--- src/hw/pmc_pkg.sv ---
// Purpose: Shared constants and types for the power mode clock manager
// Assumes: Single core clock of 250 MHz; oscillators arrive as sampled levels
// Notes:   Microsecond timing figures are held in their own unit and converted here
package pmc_pkg;
    localparam int unsigned CORE_CLK_MHZ      = 250;
    localparam int unsigned PLL_LOCK_US       = 2000;                   // 2 ms
    localparam int unsigned PLL_LOCK_CYC      = PLL_LOCK_US * CORE_CLK_MHZ;
    localparam int unsigned POWER_UP_TIMER_US           = 65000;                  // Plain default
    localparam int unsigned POWER_UP_TIMER_CYC          = POWER_UP_TIMER_US * CORE_CLK_MHZ;
    localparam int unsigned CSD_US            = 10;                     // Plain default
    localparam int unsigned CSD_CYC           = CSD_US * CORE_CLK_MHZ;
    localparam int unsigned OST_OSC_CYCLES    = 1024;
    localparam int unsigned OLD_SRC_EDGES     = 2;
    localparam int unsigned NEW_SRC_EDGES     = 3;
    localparam int unsigned TMR_W             = 32;
    localparam int unsigned OST_W             = 11;

    // Clock-choice bit encodings
    localparam logic [1:0] CHOICE_PRIMARY     = 2'h0;
    localparam logic [1:0] CHOICE_SECONDARY   = 2'h1;
    localparam int unsigned CHOICE_INT_BIT    = 1;

    // Primary source configuration codes
    typedef enum logic [3:0] {
        PMC_LOW_POWER_CRYSTAL        = 4'h0,
        PMC_STANDARD_CRYSTAL         = 4'h1,
        PMC_HIGH_SPEED_CRYSTAL       = 4'h2,
        PMC_RESISTOR_CAPACITOR_OSC   = 4'h3,
        PMC_EXTERNAL_CLOCK_IN_MODE   = 4'h4,
        PMC_EXTERNAL_CLOCK_IO_MODE   = 4'h5,
        PMC_MULTIPLIED_CRYSTAL_MODE  = 4'h6,
        PMC_RESISTOR_CAPACITOR_IO    = 4'h7,
        PMC_INTERNAL_BOTH_PINS_IO    = 4'h8,
        PMC_INTERNAL_WITH_CLKOUT     = 4'h9
    } pmc_src_e;

    // Source selected on the glitch-free mux
    typedef enum logic [1:0] {
        PMC_SEL_PRIMARY   = 2'h0,
        PMC_SEL_SECONDARY = 2'h1,
        PMC_SEL_FAST_INT  = 2'h2,
        PMC_SEL_SLOW_INT  = 2'h3
    } pmc_sel_e;

    // Oscillator enables
    typedef struct packed {
        logic primaryEn;
        logic secondaryEn;
        logic slowIntEn;
        logic fastIntEn;
    } pmc_osc_en_s;

    // Pin state while the part sleeps, and the clock-out role while awake
    typedef struct packed {
        logic inPinIsPortA7;
        logic outPinIsPortA6;
        logic outPinForceLow;
        logic outPinClkDiv4;
    } pmc_pin_s;

    // True when the clock-choice bits pick the internal block
    function automatic logic pmc_is_internal(input logic [1:0] choice);
        return choice[CHOICE_INT_BIT];
    endfunction

    // True for crystal modes that need the start-up count
    function automatic logic pmc_needs_ost(input pmc_src_e src);
        return (src == PMC_LOW_POWER_CRYSTAL) || (src == PMC_STANDARD_CRYSTAL) ||
               (src == PMC_HIGH_SPEED_CRYSTAL) || (src == PMC_MULTIPLIED_CRYSTAL_MODE);
    endfunction
endpackage

--- src/hw/pmc_delay_count.sv ---
// Purpose: Down counter that signals when a programmed delay has elapsed
// Assumes: Load is a single-cycle pulse; count runs while run is high
// Notes:   Used for power-up timer, PLL lock and code-start delays
`timescale 1ns/100ps
module pmc_delay_count
    import pmc_pkg::*;
#(
    parameter int unsigned WIDTH = TMR_W
) (
    input  wire logic             core_clk,
    input  wire logic             resetn,
    input  wire logic             load,
    input  wire logic [WIDTH-1:0] loadValue,
    input  wire logic             run,
    output logic                  done
);
    logic [WIDTH-1:0] count_r;
    logic [WIDTH-1:0] count_nxt;
    logic             done_r;
    logic             done_nxt;

    // Next count; done rises on the cycle the count reaches zero
    always_comb begin
        count_nxt = count_r;
        done_nxt  = done_r;
        if (load) begin
            count_nxt = loadValue;
            done_nxt  = (loadValue == '0);
        end else if (run && !done_r) begin
            count_nxt = count_r - {{(WIDTH-1){1'b0}}, 1'b1};
            done_nxt  = (count_r <= {{(WIDTH-1){1'b0}}, 1'b1});
        end
    end

    // Registers only
    always_ff @(posedge core_clk or negedge resetn) begin
        if (!resetn) begin
            count_r <= '0;
            done_r  <= 1'b0;
        end else begin
            count_r <= count_nxt;
            done_r  <= done_nxt;
        end
    end

    assign done = done_r;
endmodule // pmc_delay_count

--- src/hw/pmc_glitch_free_mux.sv ---
// Purpose: Pause-and-handover controller for the device clock source
// Assumes: Source clocks arrive as rise pulses sampled on core_clk
// Notes:   Handover waits out old-source edges, then new-source edges
`timescale 1ns/100ps
module pmc_glitch_free_mux
    import pmc_pkg::*;
(
    input  wire logic        core_clk,
    input  wire logic        resetn,
    input  pmc_sel_e         reqSel,
    input  wire logic [3:0]  srcRise,
    input  wire logic [3:0]  srcRunning,
    output pmc_sel_e         activeSel,
    output logic             clockPaused
);
    typedef enum {PMC_MUX_IDLE, PMC_MUX_OLD, PMC_MUX_NEW} pmc_mux_e;

    pmc_mux_e  state_r;
    pmc_mux_e  state_nxt;
    pmc_sel_e  active_r;
    pmc_sel_e  active_nxt;
    pmc_sel_e  target_r;
    pmc_sel_e  target_nxt;
    logic [2:0] edges_r;
    logic [2:0] edges_nxt;
    logic       paused_r;
    logic       paused_nxt;

    // Handover sequence; a target that is not running is never taken
    always_comb begin
        state_nxt  = state_r;
        active_nxt = active_r;
        target_nxt = target_r;
        edges_nxt  = edges_r;
        paused_nxt = paused_r;
        case (state_r)
            PMC_MUX_IDLE: begin
                if (reqSel != active_r && srcRunning[reqSel]) begin
                    target_nxt = reqSel;
                    edges_nxt  = '0;
                    paused_nxt = 1'b1;
                    state_nxt  = PMC_MUX_OLD;
                end
            end
            PMC_MUX_OLD: begin
                // Gated from entry, then old-source edges are waited out so no runt pulse escapes
                if (srcRise[active_r]) begin
                    edges_nxt = edges_r + 3'h1;
                    if (edges_r == 3'(OLD_SRC_EDGES - 1)) begin
                        edges_nxt = '0;
                        state_nxt = PMC_MUX_NEW;
                    end
                end
            end
            PMC_MUX_NEW: begin
                if (srcRise[target_r]) begin
                    edges_nxt = edges_r + 3'h1;
                    if (edges_r == 3'(NEW_SRC_EDGES - 1)) begin
                        active_nxt = target_r;
                        paused_nxt = 1'b0;
                        state_nxt  = PMC_MUX_IDLE;
                    end
                end
            end
            default: state_nxt = PMC_MUX_IDLE;
        endcase
    end

    // Registers only
    always_ff @(posedge core_clk or negedge resetn) begin
        if (!resetn) begin
            state_r  <= PMC_MUX_IDLE;
            active_r <= PMC_SEL_PRIMARY;
            target_r <= PMC_SEL_PRIMARY;
            edges_r  <= '0;
            paused_r <= 1'b0;
        end else begin
            state_r  <= state_nxt;
            active_r <= active_nxt;
            target_r <= target_nxt;
            edges_r  <= edges_nxt;
            paused_r <= paused_nxt;
        end
    end

    assign activeSel   = active_r;
    assign clockPaused = paused_r;
endmodule // pmc_glitch_free_mux

--- src/hw/pmc_power_mode_clock_manager.sv ---
// What this block does
// - Main-oscillator idle keeps primary oscillator running
// - Other low-power modes stop the input-pin oscillator
// - Timer-oscillator modes clock from the secondary oscillator
// - Secondary oscillator may run for counter units
// - Slow internal source usable directly, always enableable
// - Fast internal source drives only via postscaler
// - Slow source direct disables fast source output
// - Sleep stops unneeded sources, CPU and peripheral clocks
// - Slow source runs in Sleep with watchdog
// - Power-up timer active only when enable bit 0
// - Crystal modes wait 1024 oscillator cycles
// - Multiplied crystal adds 2 ms lock wait
// - Code-start delay runs alongside other delays
// - Sleep drives output pin low in clock-out modes
// - Sleep pins become port A bit 6 in I/O modes, bit 7 in both-pins mode
// - Seven modes: run, idle, sleep categories
// - Halt bit steers CPU, choice bits pick source
// - Choice 00 primary, 01 secondary, 1x internal
// - Primary source follows the primary configuration code
// - New choice switches after the edge pause if source runs
// - Sleep instruction enters Sleep or Idle by halt bit
// - Switch pauses two old, three new edges
// - Choice 01 without secondary enable is refused
// - Entering Sleep clears all source status flags
//
// Purpose: Power-managed mode selection, clock gating and power-up sequencing
// Assumes: Oscillator signals are asynchronous levels; a wake event ends Sleep and Idle
// Notes:   Clocks are modelled as sampled enables; analog oscillators live elsewhere
`timescale 1ns/100ps
module pmc_power_mode_clock_manager
    import pmc_pkg::*;
#(
    parameter int unsigned POWER_UP_TIMER_CYCLES = POWER_UP_TIMER_CYC,
    parameter int unsigned PLL_CYCLES  = PLL_LOCK_CYC,
    parameter int unsigned CSD_CYCLES  = CSD_CYC,
    parameter int unsigned OST_COUNT   = OST_OSC_CYCLES
) (
    input  wire logic       core_clk,
    input  wire logic       resetn,
    input  pmc_src_e        primary_source_config,
    input  wire logic       power_up_timer_enable_n,
    input  wire logic       cpu_halt_on_sleep,
    input  wire logic [1:0] clock_choice_bits,
    input  wire logic       fastIntPostscaleOn,
    input  wire logic       secondary_oscillator_enable,
    input  wire logic       counterUnitsNeedSecondary,
    input  wire logic       watchdogEnable,
    input  wire logic       slowIntFeatureReq,
    input  wire logic       sleepInstr,
    input  wire logic       wakeEvent,
    input  wire logic       primaryOscIn,
    input  wire logic       secondaryOscIn,
    input  wire logic       slowIntOscIn,
    input  wire logic       fastIntOscIn,
    output pmc_osc_en_s     oscEnable,
    output pmc_sel_e        deviceClockSel,
    output logic            fastViaPostscaler,
    output logic            cpuClockEn,
    output logic            periphClockEn,
    output logic            internalResetN,
    output logic            primary_ready_flag,
    output logic            secondaryRunFlag,
    output logic            fastStableFlag,
    output pmc_pin_s        sleepPins,
    output logic            inSleep,
    output logic            inIdle
);
    typedef enum {PMC_RST, PMC_RUN, PMC_IDLE, PMC_SLEEP} pmc_mode_e;

    ////////////////////////////////////////////////////////////////////////////
    // Oscillator input synchronisers: three stages, change taken when 2 and 3 agree
    logic [3:0] syncA_r;
    logic [3:0] syncB_r;
    logic [3:0] syncC_r;
    logic [3:0] oscLvl_r;
    logic [3:0] oscLvl_nxt;
    logic [3:0] srcRise;

    always_comb begin
        oscLvl_nxt = oscLvl_r;
        for (int i = 0; i < 4; i++) begin
            if (syncB_r[i] == syncC_r[i]) begin
                oscLvl_nxt[i] = syncC_r[i];
            end
        end
    end

    always_ff @(posedge core_clk or negedge resetn) begin
        if (!resetn) begin
            syncA_r  <= '0;
            syncB_r  <= '0;
            syncC_r  <= '0;
            oscLvl_r <= '0;
        end else begin
            syncA_r  <= {slowIntOscIn, fastIntOscIn, secondaryOscIn, primaryOscIn};
            syncB_r  <= syncA_r;
            syncC_r  <= syncB_r;
            oscLvl_r <= oscLvl_nxt;
        end
    end

    // Bit order follows pmc_sel_e: primary, secondary, fast, slow
    logic [3:0] lvlBySel;
    logic [3:0] lvlBySelD_r;
    assign lvlBySel = {oscLvl_r[3], oscLvl_r[2], oscLvl_r[1], oscLvl_r[0]};
    assign srcRise  = lvlBySel & ~lvlBySelD_r;

    always_ff @(posedge core_clk or negedge resetn) begin
        if (!resetn) begin
            lvlBySelD_r <= '0;
        end else begin
            lvlBySelD_r <= lvlBySel;
        end
    end

    ////////////////////////////////////////////////////////////////////////////
    // Power-up delays
    logic       needOst;
    logic       isPll;
    logic       ostDone_r;
    logic       ostDone_nxt;
    logic [OST_W-1:0] ostCnt_r;
    logic [OST_W-1:0] ostCnt_nxt;
    logic       startLoad_r;
    logic       pwrtDone;
    logic       pllDone;
    logic       csdDone;
    logic       primaryStarting;

    assign needOst = pmc_needs_ost(primary_source_config);
    assign isPll   = (primary_source_config == PMC_MULTIPLIED_CRYSTAL_MODE);

    // Start-up count of primary oscillator edges; restarts when primary is re-enabled
    always_comb begin
        ostCnt_nxt  = ostCnt_r;
        ostDone_nxt = ostDone_r;
        if (!oscEnable.primaryEn) begin
            ostCnt_nxt  = '0;
            ostDone_nxt = !needOst;
        end else if (!needOst) begin
            ostDone_nxt = 1'b1;
        end else if (!ostDone_r && srcRise[PMC_SEL_PRIMARY]) begin
            ostCnt_nxt = ostCnt_r + OST_W'(1);
            if (ostCnt_r == OST_W'(OST_COUNT - 1)) begin
                ostDone_nxt = 1'b1;
            end
        end
    end

    always_ff @(posedge core_clk or negedge resetn) begin
        if (!resetn) begin
            ostCnt_r    <= '0;
            ostDone_r   <= 1'b0;
            startLoad_r <= 1'b1;
        end else begin
            ostCnt_r    <= ostCnt_nxt;
            ostDone_r   <= ostDone_nxt;
            startLoad_r <= 1'b0;
        end
    end

    // Power-up timer only when its enable bit is programmed low
    pmc_delay_count #(.WIDTH(TMR_W)) uPwrt (
        .core_clk  (core_clk),
        .resetn    (resetn),
        .load      (startLoad_r),
        .loadValue (power_up_timer_enable_n ? '0 : TMR_W'(POWER_UP_TIMER_CYCLES)),
        .run       (1'b1),
        .done      (pwrtDone)
    );

    // PLL lock extension starts only after the start-up count
    pmc_delay_count #(.WIDTH(TMR_W)) uPll (
        .core_clk  (core_clk),
        .resetn    (resetn),
        .load      (startLoad_r),
        .loadValue (isPll ? TMR_W'(PLL_CYCLES) : '0),
        .run       (ostDone_r),
        .done      (pllDone)
    );

    // Code-start delay counts from release alongside the others
    pmc_delay_count #(.WIDTH(TMR_W)) uCsd (
        .core_clk  (core_clk),
        .resetn    (resetn),
        .load      (startLoad_r),
        .loadValue (TMR_W'(CSD_CYCLES)),
        .run       (1'b1),
        .done      (csdDone)
    );

    ////////////////////////////////////////////////////////////////////////////
    // Mode state and status flags
    pmc_mode_e mode_r;
    pmc_mode_e mode_nxt;
    logic      sleepFlagClr;
    logic      pri_r;
    logic      pri_nxt;
    pmc_sel_e  reqSel;
    pmc_sel_e  reqSel_r;
    pmc_sel_e  reqSel_nxt;
    logic      muxPaused;

    // Reset held until every delay is over; then sleep instruction picks the mode
    always_comb begin
        mode_nxt     = mode_r;
        sleepFlagClr = 1'b0;
        case (mode_r)
            PMC_RST: begin
                if (pwrtDone && ostDone_r && pllDone && csdDone) begin
                    mode_nxt = PMC_RUN;
                end
            end
            PMC_RUN: begin
                if (sleepInstr) begin
                    mode_nxt     = cpu_halt_on_sleep ? PMC_IDLE : PMC_SLEEP;
                    sleepFlagClr = !cpu_halt_on_sleep;
                end
            end
            PMC_IDLE: begin
                if (wakeEvent) begin
                    mode_nxt = PMC_RUN;
                end
            end
            PMC_SLEEP: begin
                sleepFlagClr = 1'b1;
                if (wakeEvent) begin
                    mode_nxt = PMC_RUN;
                end
            end
            default: mode_nxt = PMC_RST;
        endcase
    end

    // Requested source; choice 01 without the secondary enable keeps the old one
    always_comb begin
        reqSel_nxt = reqSel_r;
        if (pmc_is_internal(clock_choice_bits)) begin
            reqSel_nxt = fastIntPostscaleOn ? PMC_SEL_FAST_INT : PMC_SEL_SLOW_INT;
        end else if (clock_choice_bits == CHOICE_SECONDARY) begin
            if (secondary_oscillator_enable) begin
                reqSel_nxt = PMC_SEL_SECONDARY;
            end
        end else begin
            reqSel_nxt = PMC_SEL_PRIMARY;
        end
    end
    assign reqSel = reqSel_r;

    // Primary-ready flag: hardware set wins over the sleep clear
    always_comb begin
        pri_nxt = pri_r;
        if (sleepFlagClr) begin
            pri_nxt = 1'b0;
        end
        if (deviceClockSel == PMC_SEL_PRIMARY && ostDone_r && oscEnable.primaryEn
            && mode_r != PMC_SLEEP) begin
            pri_nxt = 1'b1;
        end else if (!ostDone_r || deviceClockSel != PMC_SEL_PRIMARY) begin
            pri_nxt = 1'b0;
        end
    end

    always_ff @(posedge core_clk or negedge resetn) begin
        if (!resetn) begin
            mode_r   <= PMC_RST;
            reqSel_r <= PMC_SEL_PRIMARY;
            pri_r    <= 1'b0;
        end else begin
            mode_r   <= mode_nxt;
            reqSel_r <= reqSel_nxt;
            pri_r    <= pri_nxt;
        end
    end

    ////////////////////////////////////////////////////////////////////////////
    // Glitch-free source handover
    pmc_glitch_free_mux uMux (
        .core_clk    (core_clk),
        .resetn      (resetn),
        .reqSel      (reqSel),
        .srcRise     (srcRise),
        .srcRunning  ({oscEnable.slowIntEn, oscEnable.fastIntEn,
                       oscEnable.secondaryEn, oscEnable.primaryEn}),
        .activeSel   (deviceClockSel),
        .clockPaused (muxPaused)
    );

    ////////////////////////////////////////////////////////////////////////////
    // Oscillator enables and clock gates per mode
    logic sleeping;
    assign sleeping = (mode_r == PMC_SLEEP);

    always_comb begin
        // Primary runs in reset, run and idle only while it is the selected source
        oscEnable.primaryEn   = (mode_r == PMC_RST) ||
                                (!sleeping && (reqSel == PMC_SEL_PRIMARY ||
                                 deviceClockSel == PMC_SEL_PRIMARY));
        oscEnable.secondaryEn = secondary_oscillator_enable &&
                                (!sleeping || counterUnitsNeedSecondary);
        oscEnable.slowIntEn   = watchdogEnable || slowIntFeatureReq ||
                                (!sleeping && (reqSel == PMC_SEL_SLOW_INT ||
                                 deviceClockSel == PMC_SEL_SLOW_INT));
        oscEnable.fastIntEn   = !sleeping &&
                                (reqSel == PMC_SEL_FAST_INT ||
                                 deviceClockSel == PMC_SEL_FAST_INT);
    end

    // Run clocks both, idle peripherals only, sleep and reset neither
    assign cpuClockEn    = (mode_r == PMC_RUN) && !muxPaused;
    assign periphClockEn = (mode_r == PMC_RUN || mode_r == PMC_IDLE) && !muxPaused;
    assign internalResetN     = (mode_r != PMC_RST);
    assign primary_ready_flag = pri_r;
    assign secondaryRunFlag   = !sleeping && deviceClockSel == PMC_SEL_SECONDARY;
    assign fastStableFlag     = !sleeping && deviceClockSel == PMC_SEL_FAST_INT;
    assign fastViaPostscaler  = (deviceClockSel == PMC_SEL_FAST_INT);
    assign inSleep            = sleeping;
    assign inIdle             = (mode_r == PMC_IDLE);

    ////////////////////////////////////////////////////////////////////////////
    // Pin roles during Sleep, and the divide-by-4 clock-out role outside it
    always_comb begin
        sleepPins.inPinIsPortA7  = sleeping &&
            primary_source_config == PMC_INTERNAL_BOTH_PINS_IO;
        sleepPins.outPinIsPortA6 = sleeping &&
            (primary_source_config == PMC_INTERNAL_BOTH_PINS_IO ||
             primary_source_config == PMC_RESISTOR_CAPACITOR_IO ||
             primary_source_config == PMC_EXTERNAL_CLOCK_IO_MODE);
        sleepPins.outPinForceLow = sleeping &&
            (primary_source_config == PMC_INTERNAL_WITH_CLKOUT ||
             primary_source_config == PMC_RESISTOR_CAPACITOR_OSC ||
             primary_source_config == PMC_EXTERNAL_CLOCK_IN_MODE);
        sleepPins.outPinClkDiv4  = !sleeping &&
            (primary_source_config == PMC_INTERNAL_WITH_CLKOUT ||
             primary_source_config == PMC_RESISTOR_CAPACITOR_OSC ||
             primary_source_config == PMC_EXTERNAL_CLOCK_IN_MODE);
    end
endmodule // pmc_power_mode_clock_manager

--- config.mk ---
export PLATFORM = sky130hd
export DESIGN_NAME = pmc_power_mode_clock_manager
export DESIGN_NICKNAME = d
export VERILOG_FILES = /design/src/hw/pmc_pkg.sv /design/src/hw/pmc_delay_count.sv /design/src/hw/pmc_glitch_free_mux.sv /design/src/hw/pmc_power_mode_clock_manager.sv
export SDC_FILE = /design/constraint.sdc
export NUM_CORES = 1
export LEC_CHECK = 0
export ABC_AREA = 0
export BUFFER_PORTS_ARGS = -buffer_cell sky130_fd_sc_hd__buf_2
export CAP_MARGIN = 20
export CORE_MARGIN = 5
export CORE_UTILIZATION = 55
export CTS_CLUSTER_SIZE = 40
export DETAILED_ROUTE_END_ITERATION = 10
export PLACE_DENSITY = 0.73
export SETUP_SLACK_MARGIN = 0.05
export SLEW_MARGIN = 40
export SYNTH_ARGS = -nofsm -noshare
export SYNTH_HDL_FRONTEND = slang
export SYNTH_SLANG_ARGS = --single-unit
--- constraint.sdc ---
create_clock -name core_clk -period 2.2 [get_ports core_clk]
set_input_delay 0.11 -clock core_clk [delete_from_list [all_inputs] [get_ports core_clk]]
set_output_delay 0.11 -clock core_clk [all_outputs]
set_load 0.05 [all_outputs]
==> results of run 1 <==
-- repair_timing --
item / 4_1_cts / 5_1_grt
buffers inserted: 0 / 8
pin swaps: 1 / 10
endpoints found under the setup margin: 3 / 17
hold buffers: 10 / 0
hold endpoints to repair: 51 / 0
gates resized for setup: 2 / 18
-- state kept, by name, indices dropped and copies added, names as in the netlist, 3 cells and up --
signal and count:
syncA_r 4, lvlBySelD_r 4, ostCnt_r 11, uMux.edges_r 3, uPwrt.count_r 32, syncC_r 4, syncB_r 4, uPll.count_r 32
lvlBySel 4, uCsd.count_r 32
-- Yosys cell counts, types with 3 or more instances --
library cell / number / share of area
maj3_1: 4 / 0.0054
xor2_1: 47 / 0.055
xnor2_1: 33 / 0.039
a31oi_1: 6 / 0.0050
o31ai_1: 6 / 0.0060
nand3_1: 21 / 0.014
and2_1: 3 / 0.0025
ha_1: 17 / 0.028
nor3_1: 33 / 0.022
nor4b_1: 3 / 0.0035
dfrtp_1: 146 / 0.49
o21ai_0: 21 / 0.014
nand4b_1: 7 / 0.0082
nor3b_1: 3 / 0.0030
or4_1: 8 / 0.0080
nor4_1: 25 / 0.021
nor2_1: 113 / 0.057
or3_1: 19 / 0.016
nand2_1: 24 / 0.012
nand4_1: 19 / 0.016
mux2_2: 7 / 0.011
o21a_1: 15 / 0.015
nand3b_1: 6 / 0.0060
o2bb2ai_1: 3 / 0.0035
nor2b_1: 7 / 0.0059
a21o_1: 3 / 0.0030
inv_1: 27 / 0.014
o211ai_1: 3 / 0.0030
or2_2: 3 / 0.0025
and3_1: 4 / 0.0033
mux2i_1: 4 / 0.0054
a21oi_1: 37 / 0.025
nand2b_1: 17 / 0.014
clkbuf_1: 28 / 0.014
o22a_1: 4 / 0.0047
a31o_2: 3 / 0.0035
-- layout make-up --
class / instances / area (µm²) / share of cell area
multi-input cells: 554 / 3680 / 0.411
inverters: 27 / 101 / 0.0113
repair buffers: 92 / 666 / 0.0744
clock buffers: 19 / 443 / 0.0495
flip-flops and latches: 147 / 3680 / 0.411
well taps: 176 / 220 / 0.0246
clock inverters: 13 / 160 / 0.0179
-- kinds of logic (layout without fill, tap and decap cells) --
group           count (synthesis)  after routing  share of synthesized area
other cells                     1              1                   0.000502
buf+inv                        58            151                     0.0293
mux                            13             13                     0.0219
compound gates                112            112                     0.0947
fa+ha+maj                      21             21                     0.0338
xor+xnor                       80             80                     0.0937
simple gates                  327            327                      0.234
flops                         147            147                      0.492
-- how the worst max path moves through the flow --
stage / from / depth (start not counted) / slack, ns / to
6_report: uPll.count_r[11] / 7 / 0.03 / uPll.count_r[30]
2_1_floorplan: uMux.activeSel[0] / 5 / 0.05 / uMux.target_r[0]
4_1_cts: uCsd.count_r[24] / 4 / 0.05 / uCsd.count_r[30]
5_1_grt: uPll.count_r[18] / 5 / -0.02 / uPll.count_r[24]
3_3_place_gp: uPll.count_r[14] / 5 / 0.06 / uPll.count_r[24]
3_5_place_dp: uPll.count_r[14] / 6 / -0.01 / uPll.count_r[30]
-- metrics by stage --
stage,cell area (µm²),setup WS (ns),power (mW)
final,8950,0.0315,8.41
after floorplan,7500,0.0538,4.79
after CTS,8810,0.0548,8.35
after detailed placement,8100,-0.0127,5.38
after global placement,8100,0.0564,5.28
after global routing,8950,-0.0190,8.85
-- power breakdown --
part / switching, mW / internal (mW)
logic: 1.39 / 0.900
clock network: 1.11 / 1.81
registers: 0.256 / 2.94
total: 2.75 / 5.65
-- worst reg2reg max path, stage by stage (launching register included) --
cell and delay, ns:
dfrtp_1 0.38, or4_4 0.59, nor4_4 0.26, buf_4 0.18
buf_4 0.14, nand3_2 0.07, or3_4 0.34, a21oi_2 0.12
-- layer usage --
metal | vias up | track usage | routed length [µm] | part of all wire
li1 | 2837 | - | - | -
met1 | 2932 | 0.260 | 7020 | 0.44
met2 | 144 | 0.335 | 7960 | 0.50
met3 | 24 | 0.0513 | 714 | 0.045
met4 | 0 | 0.0669 | 230 | 0.014
met5 | - | 0 | 0 | 0
==> flow_metrics.env, run 1 <==
export IMPL_min_path_cells=3
export IMPL_ir_drop_uv=602
export IMPL_hp_class="primary input to flop"
export IMPL_path_buf_inv=2
export IMPL_setup_viol=0
export IMPL_clk_insertion_delay_late_ns=0.42
export IMPL_cp_slowest_cell="or4_4"
export IMPL_core_mm2=0.0133
export IMPL_cts_buffer_depth=2
export IMPL_grt_pass1_vias=5964
export IMPL_syn_to_final_growth_pct=19.7
export IMPL_synth_seq_cells=147
export IMPL_slowest_delay_ns=0.59
export IMPL_syn_area_mm2=0.00747
export IMPL_hp_start="primary_source_config[3]"
export IMPL_period_share=0.986
export IMPL_r2r_cells=7
export IMPL_dp_cells=978
export IMPL_slew_headroom=0.582
export IMPL_cp_arrival_ns=2.51
export IMPL_worstSetupStartpointType="flop"
export IMPL_synth_edff_count=0
export IMPL_status="finished, final reports clean"
export IMPL_cpMostUsedCell="buf_4"
export IMPL_drive_gt1_frac=0.187
export IMPL_cts_tree="done"
export IMPL_path_max_fanout=5
export IMPL_drt_pass1_iterations=5
export IMPL_dp_hpwl_um=10400
export IMPL_initial_core_util=0.562
export IMPL_p_per_area_mw_per_mm2=939
export IMPL_cts_root_buf="clkbuf_16"
export IMPL_synthFlopType="dfrtp_1"
export IMPL_hold_viol_final=0
export IMPL_min_period_ns=2.17
export IMPL_drv_slew=0
export IMPL_r2r_setup_slack_ns=0.03
export IMPL_path_class="flop to flop"
export IMPL_fp_dieH_um=127
export IMPL_crit_required_ns=2.54
export IMPL_endpoint_kind="flop"
export IMPL_fmax_mhz=461
export IMPL_postSynthCellCount=759
export IMPL_detail_route_antenna_nets=0
export IMPL_fin_skew_ns=0.00772
export IMPL_antenna_found_initial=0
export IMPL_holdWs_ns=0.0327
export IMPL_drc=0
export IMPL_rsz0062_at_grt="yes"
export IMPL_p_leak_nw=3.88
export IMPL_stdcell_count=1028
export IMPL_hold_end="ostDone_r"
export IMPL_r2r_end="uPll.count_r[30]"
export IMPL_cpLargestDelayFamily="simple AND/OR/NAND/NOR gates"
export IMPL_nets=877
export IMPL_grt_ovfl_total=0
export IMPL_num_vias=5937
export IMPL_worstMarginPinSlew_ns=0.625
export IMPL_finish_utilization=0.673
export IMPL_htreeDepth=4
export IMPL_grt_first_pass_wirelength_um=27100
export IMPL_port_buffers=39
export IMPL_avgSynthCellArea_um2=9.85
export IMPL_die_x_um=127
export IMPL_clk_pin_slew_ns=0.06
export IMPL_wl_per_cell_um=15.5
export IMPL_layout_commonest_cell="dfrtp_1"
export IMPL_num_rows=42
export IMPL_yosysSeqAreaShare=0.492
export IMPL_gp_congestion=0.864
export IMPL_synthesis_nets=797
export IMPL_diodes=0
export IMPL_async_flop_share=1.00
export IMPL_cts_sinks=147
export IMPL_yosysWarnings=0
export IMPL_drtIter0Drc=308
export IMPL_maxCapViolCount=0
export IMPL_gr_usage_all_layers=0.202
export IMPL_synth_cell_type_count=60
export IMPL_mostFrequentLayoutCells="dfrtp_1 (145), nor2_1 (113), xor2_1 (47)"
export IMPL_worstPathCellList="or4_4, nor4_4, buf_4, buf_4, nand3_2, or3_4, a21oi_2"
export IMPL_nFillCells=971
export IMPL_grt_max_degree=83
export IMPL_io_pins=40
export IMPL_tns_ns=0
export IMPL_routed_wl_um=15900
export IMPL_r2r_start="uPll.count_r[11]"
export IMPL_die_area_mm2=0.0160
export IMPL_viasPerCell=5.78
export IMPL_numCtsBuffers=17
Power figures use the tool's default switching activity.
==> run 2: changes to the inputs <==
==> constraint.sdc (replaced) <==
create_clock -name core_clk -period 2.2 [get_ports core_clk]
set_input_delay 0.11 -clock core_clk [delete_from_list [all_inputs] [get_ports core_clk]]
set_output_delay 0.11 -clock core_clk [all_outputs]
set_load 0.005 [all_outputs]
==> run 2 against run 1 <==
Total power is 6.4% lower. Die area stayed put. Critical path depth is 3 lower. Critical endpoint is now uCsd.count_r[30]. Sequential share of layout area is 0.68 points higher. Largest power group unchanged. Highest routed layer unchanged. Count of clock-buffer cells in the layout is 4 higher.
==> flow_metrics.env, run 2 (synthesized netlist as in run 1, its figures left out) <==
export IMPL_status="finished, final reports clean"
export IMPL_cts_sinks=147
export IMPL_fp_dieH_um=127
export IMPL_num_rows=42
export IMPL_cpMostUsedCell="or4_4"
export IMPL_dp_cells=975
export IMPL_p_per_area_mw_per_mm2=894
export IMPL_mostFrequentLayoutCells="dfrtp_1 (146), nor2_1 (113), xor2_1 (47)"
export IMPL_drt_pass1_iterations=5
export IMPL_detail_route_antenna_nets=0
export IMPL_drive_gt1_frac=0.164
export IMPL_drv_slew=0
export IMPL_slowest_delay_ns=0.54
export IMPL_hold_viol_final=0
export IMPL_gr_usage_all_layers=0.207
export IMPL_initial_core_util=0.562
export IMPL_io_pins=40
export IMPL_endpoint_kind="flop"
export IMPL_drc=0
export IMPL_path_max_fanout=4
export IMPL_reg_largest_list="uCsd.count_r (32), uPll.count_r (32), uPwrt.count_r (32)"
export IMPL_num_vias=5825
export IMPL_htreeDepth=4
export IMPL_hp_class="primary input to flop"
export IMPL_crit_required_ns=2.54
export IMPL_gp_congestion=0.844
export IMPL_clk_insertion_delay_late_ns=0.41
export IMPL_grt_pass1_vias=5988
export IMPL_path_class="flop to flop"
export IMPL_setup_viol=0
export IMPL_dpl_cell_area_mm2=0.00804
export IMPL_die_area_mm2=0.0160
export IMPL_worstPathCellList="or4_4, or4b_4, or4_4, a21oi_2"
export IMPL_diodes=0
export IMPL_finalWorstSetupSlack_ns=0.0131
export IMPL_min_period_ns=2.19
export IMPL_cts_root_buf="clkbuf_16"
export IMPL_stdcell_count=1020
export IMPL_grt_ovfl_total=0
export IMPL_place_ws_ns=-0.0393
export IMPL_tns_ns=0
export IMPL_routed_wl_um=15600
export IMPL_drtIter0Drc=339
export IMPL_wl_met2_um=7890
export IMPL_clk_pin_slew_ns=0.06
export IMPL_wl_per_cell_um=15.2
export IMPL_final_area_mm2=0.00880
export IMPL_fin_skew_ns=0.00713
export IMPL_cp_arrival_ns=2.53
export IMPL_slew_headroom=0.569
export IMPL_r2r_cells=4
export IMPL_maxCapViolCount=0
export IMPL_cts_buffer_depth=2
export IMPL_dp_hpwl_um=10500
export IMPL_rsz0062_at_grt="yes"
export IMPL_top_layer_used="met4"
export IMPL_grt_max_degree=87
export IMPL_die_x_um=127
export IMPL_core_mm2=0.0133
export IMPL_p_leak_nw=3.81
export IMPL_worstMarginPinSlew_ns=0.644
export IMPL_worstSetupStartpointType="flop"
export IMPL_syn_to_final_growth_pct=17.8
export IMPL_cts_tree="done"
export IMPL_cp_slowest_cell="or4_4"
export IMPL_antenna_found_initial=0
export IMPL_grt_first_pass_wirelength_um=27600
export IMPL_port_buffers=39
export IMPL_dr_wl_met3_um=669
export IMPL_nets=869
export IMPL_fmax_mhz=457
export IMPL_ir_drop_uv=635
export IMPL_period_share=0.994
export IMPL_viasPerCell=5.71
export IMPL_wl_met1_um=6790
export IMPL_layout_commonest_cell="dfrtp_1"
export IMPL_min_path_cells=4
export IMPL_numCtsBuffers=17
## run 2: cell count changes in the layout (fill, tap and decap cells not counted), sizes merged
cell and change:
dlygate4sd3 +1, bufinv -1, clkbuf +4, buf -9
clkinv -3
## run 2: through the flow
| step | power [mW] | hold WS [ns] | utilization |
|---|---|---|---|
| after floorplan | 4.44 | -0.186 | - |
| after global placement | 4.95 | 0.0594 | 0.605 |
| after detailed placement | 5.04 | 0.0702 | 0.605 |
| after CTS | 7.91 | 0.113 | 0.659 |
| after global routing | 8.33 | 0.136 | 0.662 |
| final | 7.87 | 0.129 | 0.662 |
## run 2: area by class of cell
class / instances / area [µm²]
fillers: 996 / 4490
clock buffers: 23 / 478
flip-flops and latches: 147 / 3680
clock inverters: 9 / 104
well taps: 176 / 220
repair buffers: 84 / 592
multi-input cells: 554 / 3630
inverters: 27 / 101
## run 2: final timing paths
check / slack (ns) / end / startpoint
setup / recovery: 0.01 / uCsd.count_r[30] / uCsd.count_r[24]
hold / removal: 0.13 / ostDone_r / primary_source_config[2]
setup reg to reg: 0.01 / uCsd.count_r[30] / uCsd.count_r[24]
hold reg to reg: 0.35 / syncB_r[3] / syncA_r[3]
max in group asynchronous: 1.29 / startLoad_r / resetn
min in group asynchronous: 0.19 / ostCnt_r[9] / resetn
## run 2: worst max-delay path, delay by kind of cell (launching register included)
| kind | cells | cell delay [ns] |
|---|---|---|
| compound gates | 1 | 0.15 |
| simple gates | 3 | 1.57 |
| flops | 1 | 0.40 |
## run 2: layer usage
metal | vias up | GRT usage
met5 | - | 0
met4 | 0 | 0.0625
met3 | 25 | 0.0555
met2 | 123 | 0.351
met1 | 2852 | 0.259
li1 | 2825 | -
## run 2: report_power, final
part	internal, mW	total [mW]	switching (mW)
clock network	1.75	2.82	1.06
registers	2.94	3.18	0.241
logic	0.827	1.87	1.04
## run 2: what timing repair did
| action | CTS | global route |
|---|---|---|
| hold buffers | 11 | 0 |
| endpoints found under the hold margin | 51 | 0 |
| gates resized for setup | 2 | 8 |
| setup endpoints to repair | 4 | 10 |
| pin swaps | 1 | 0 |
| setup buffers | 2 | 0 |
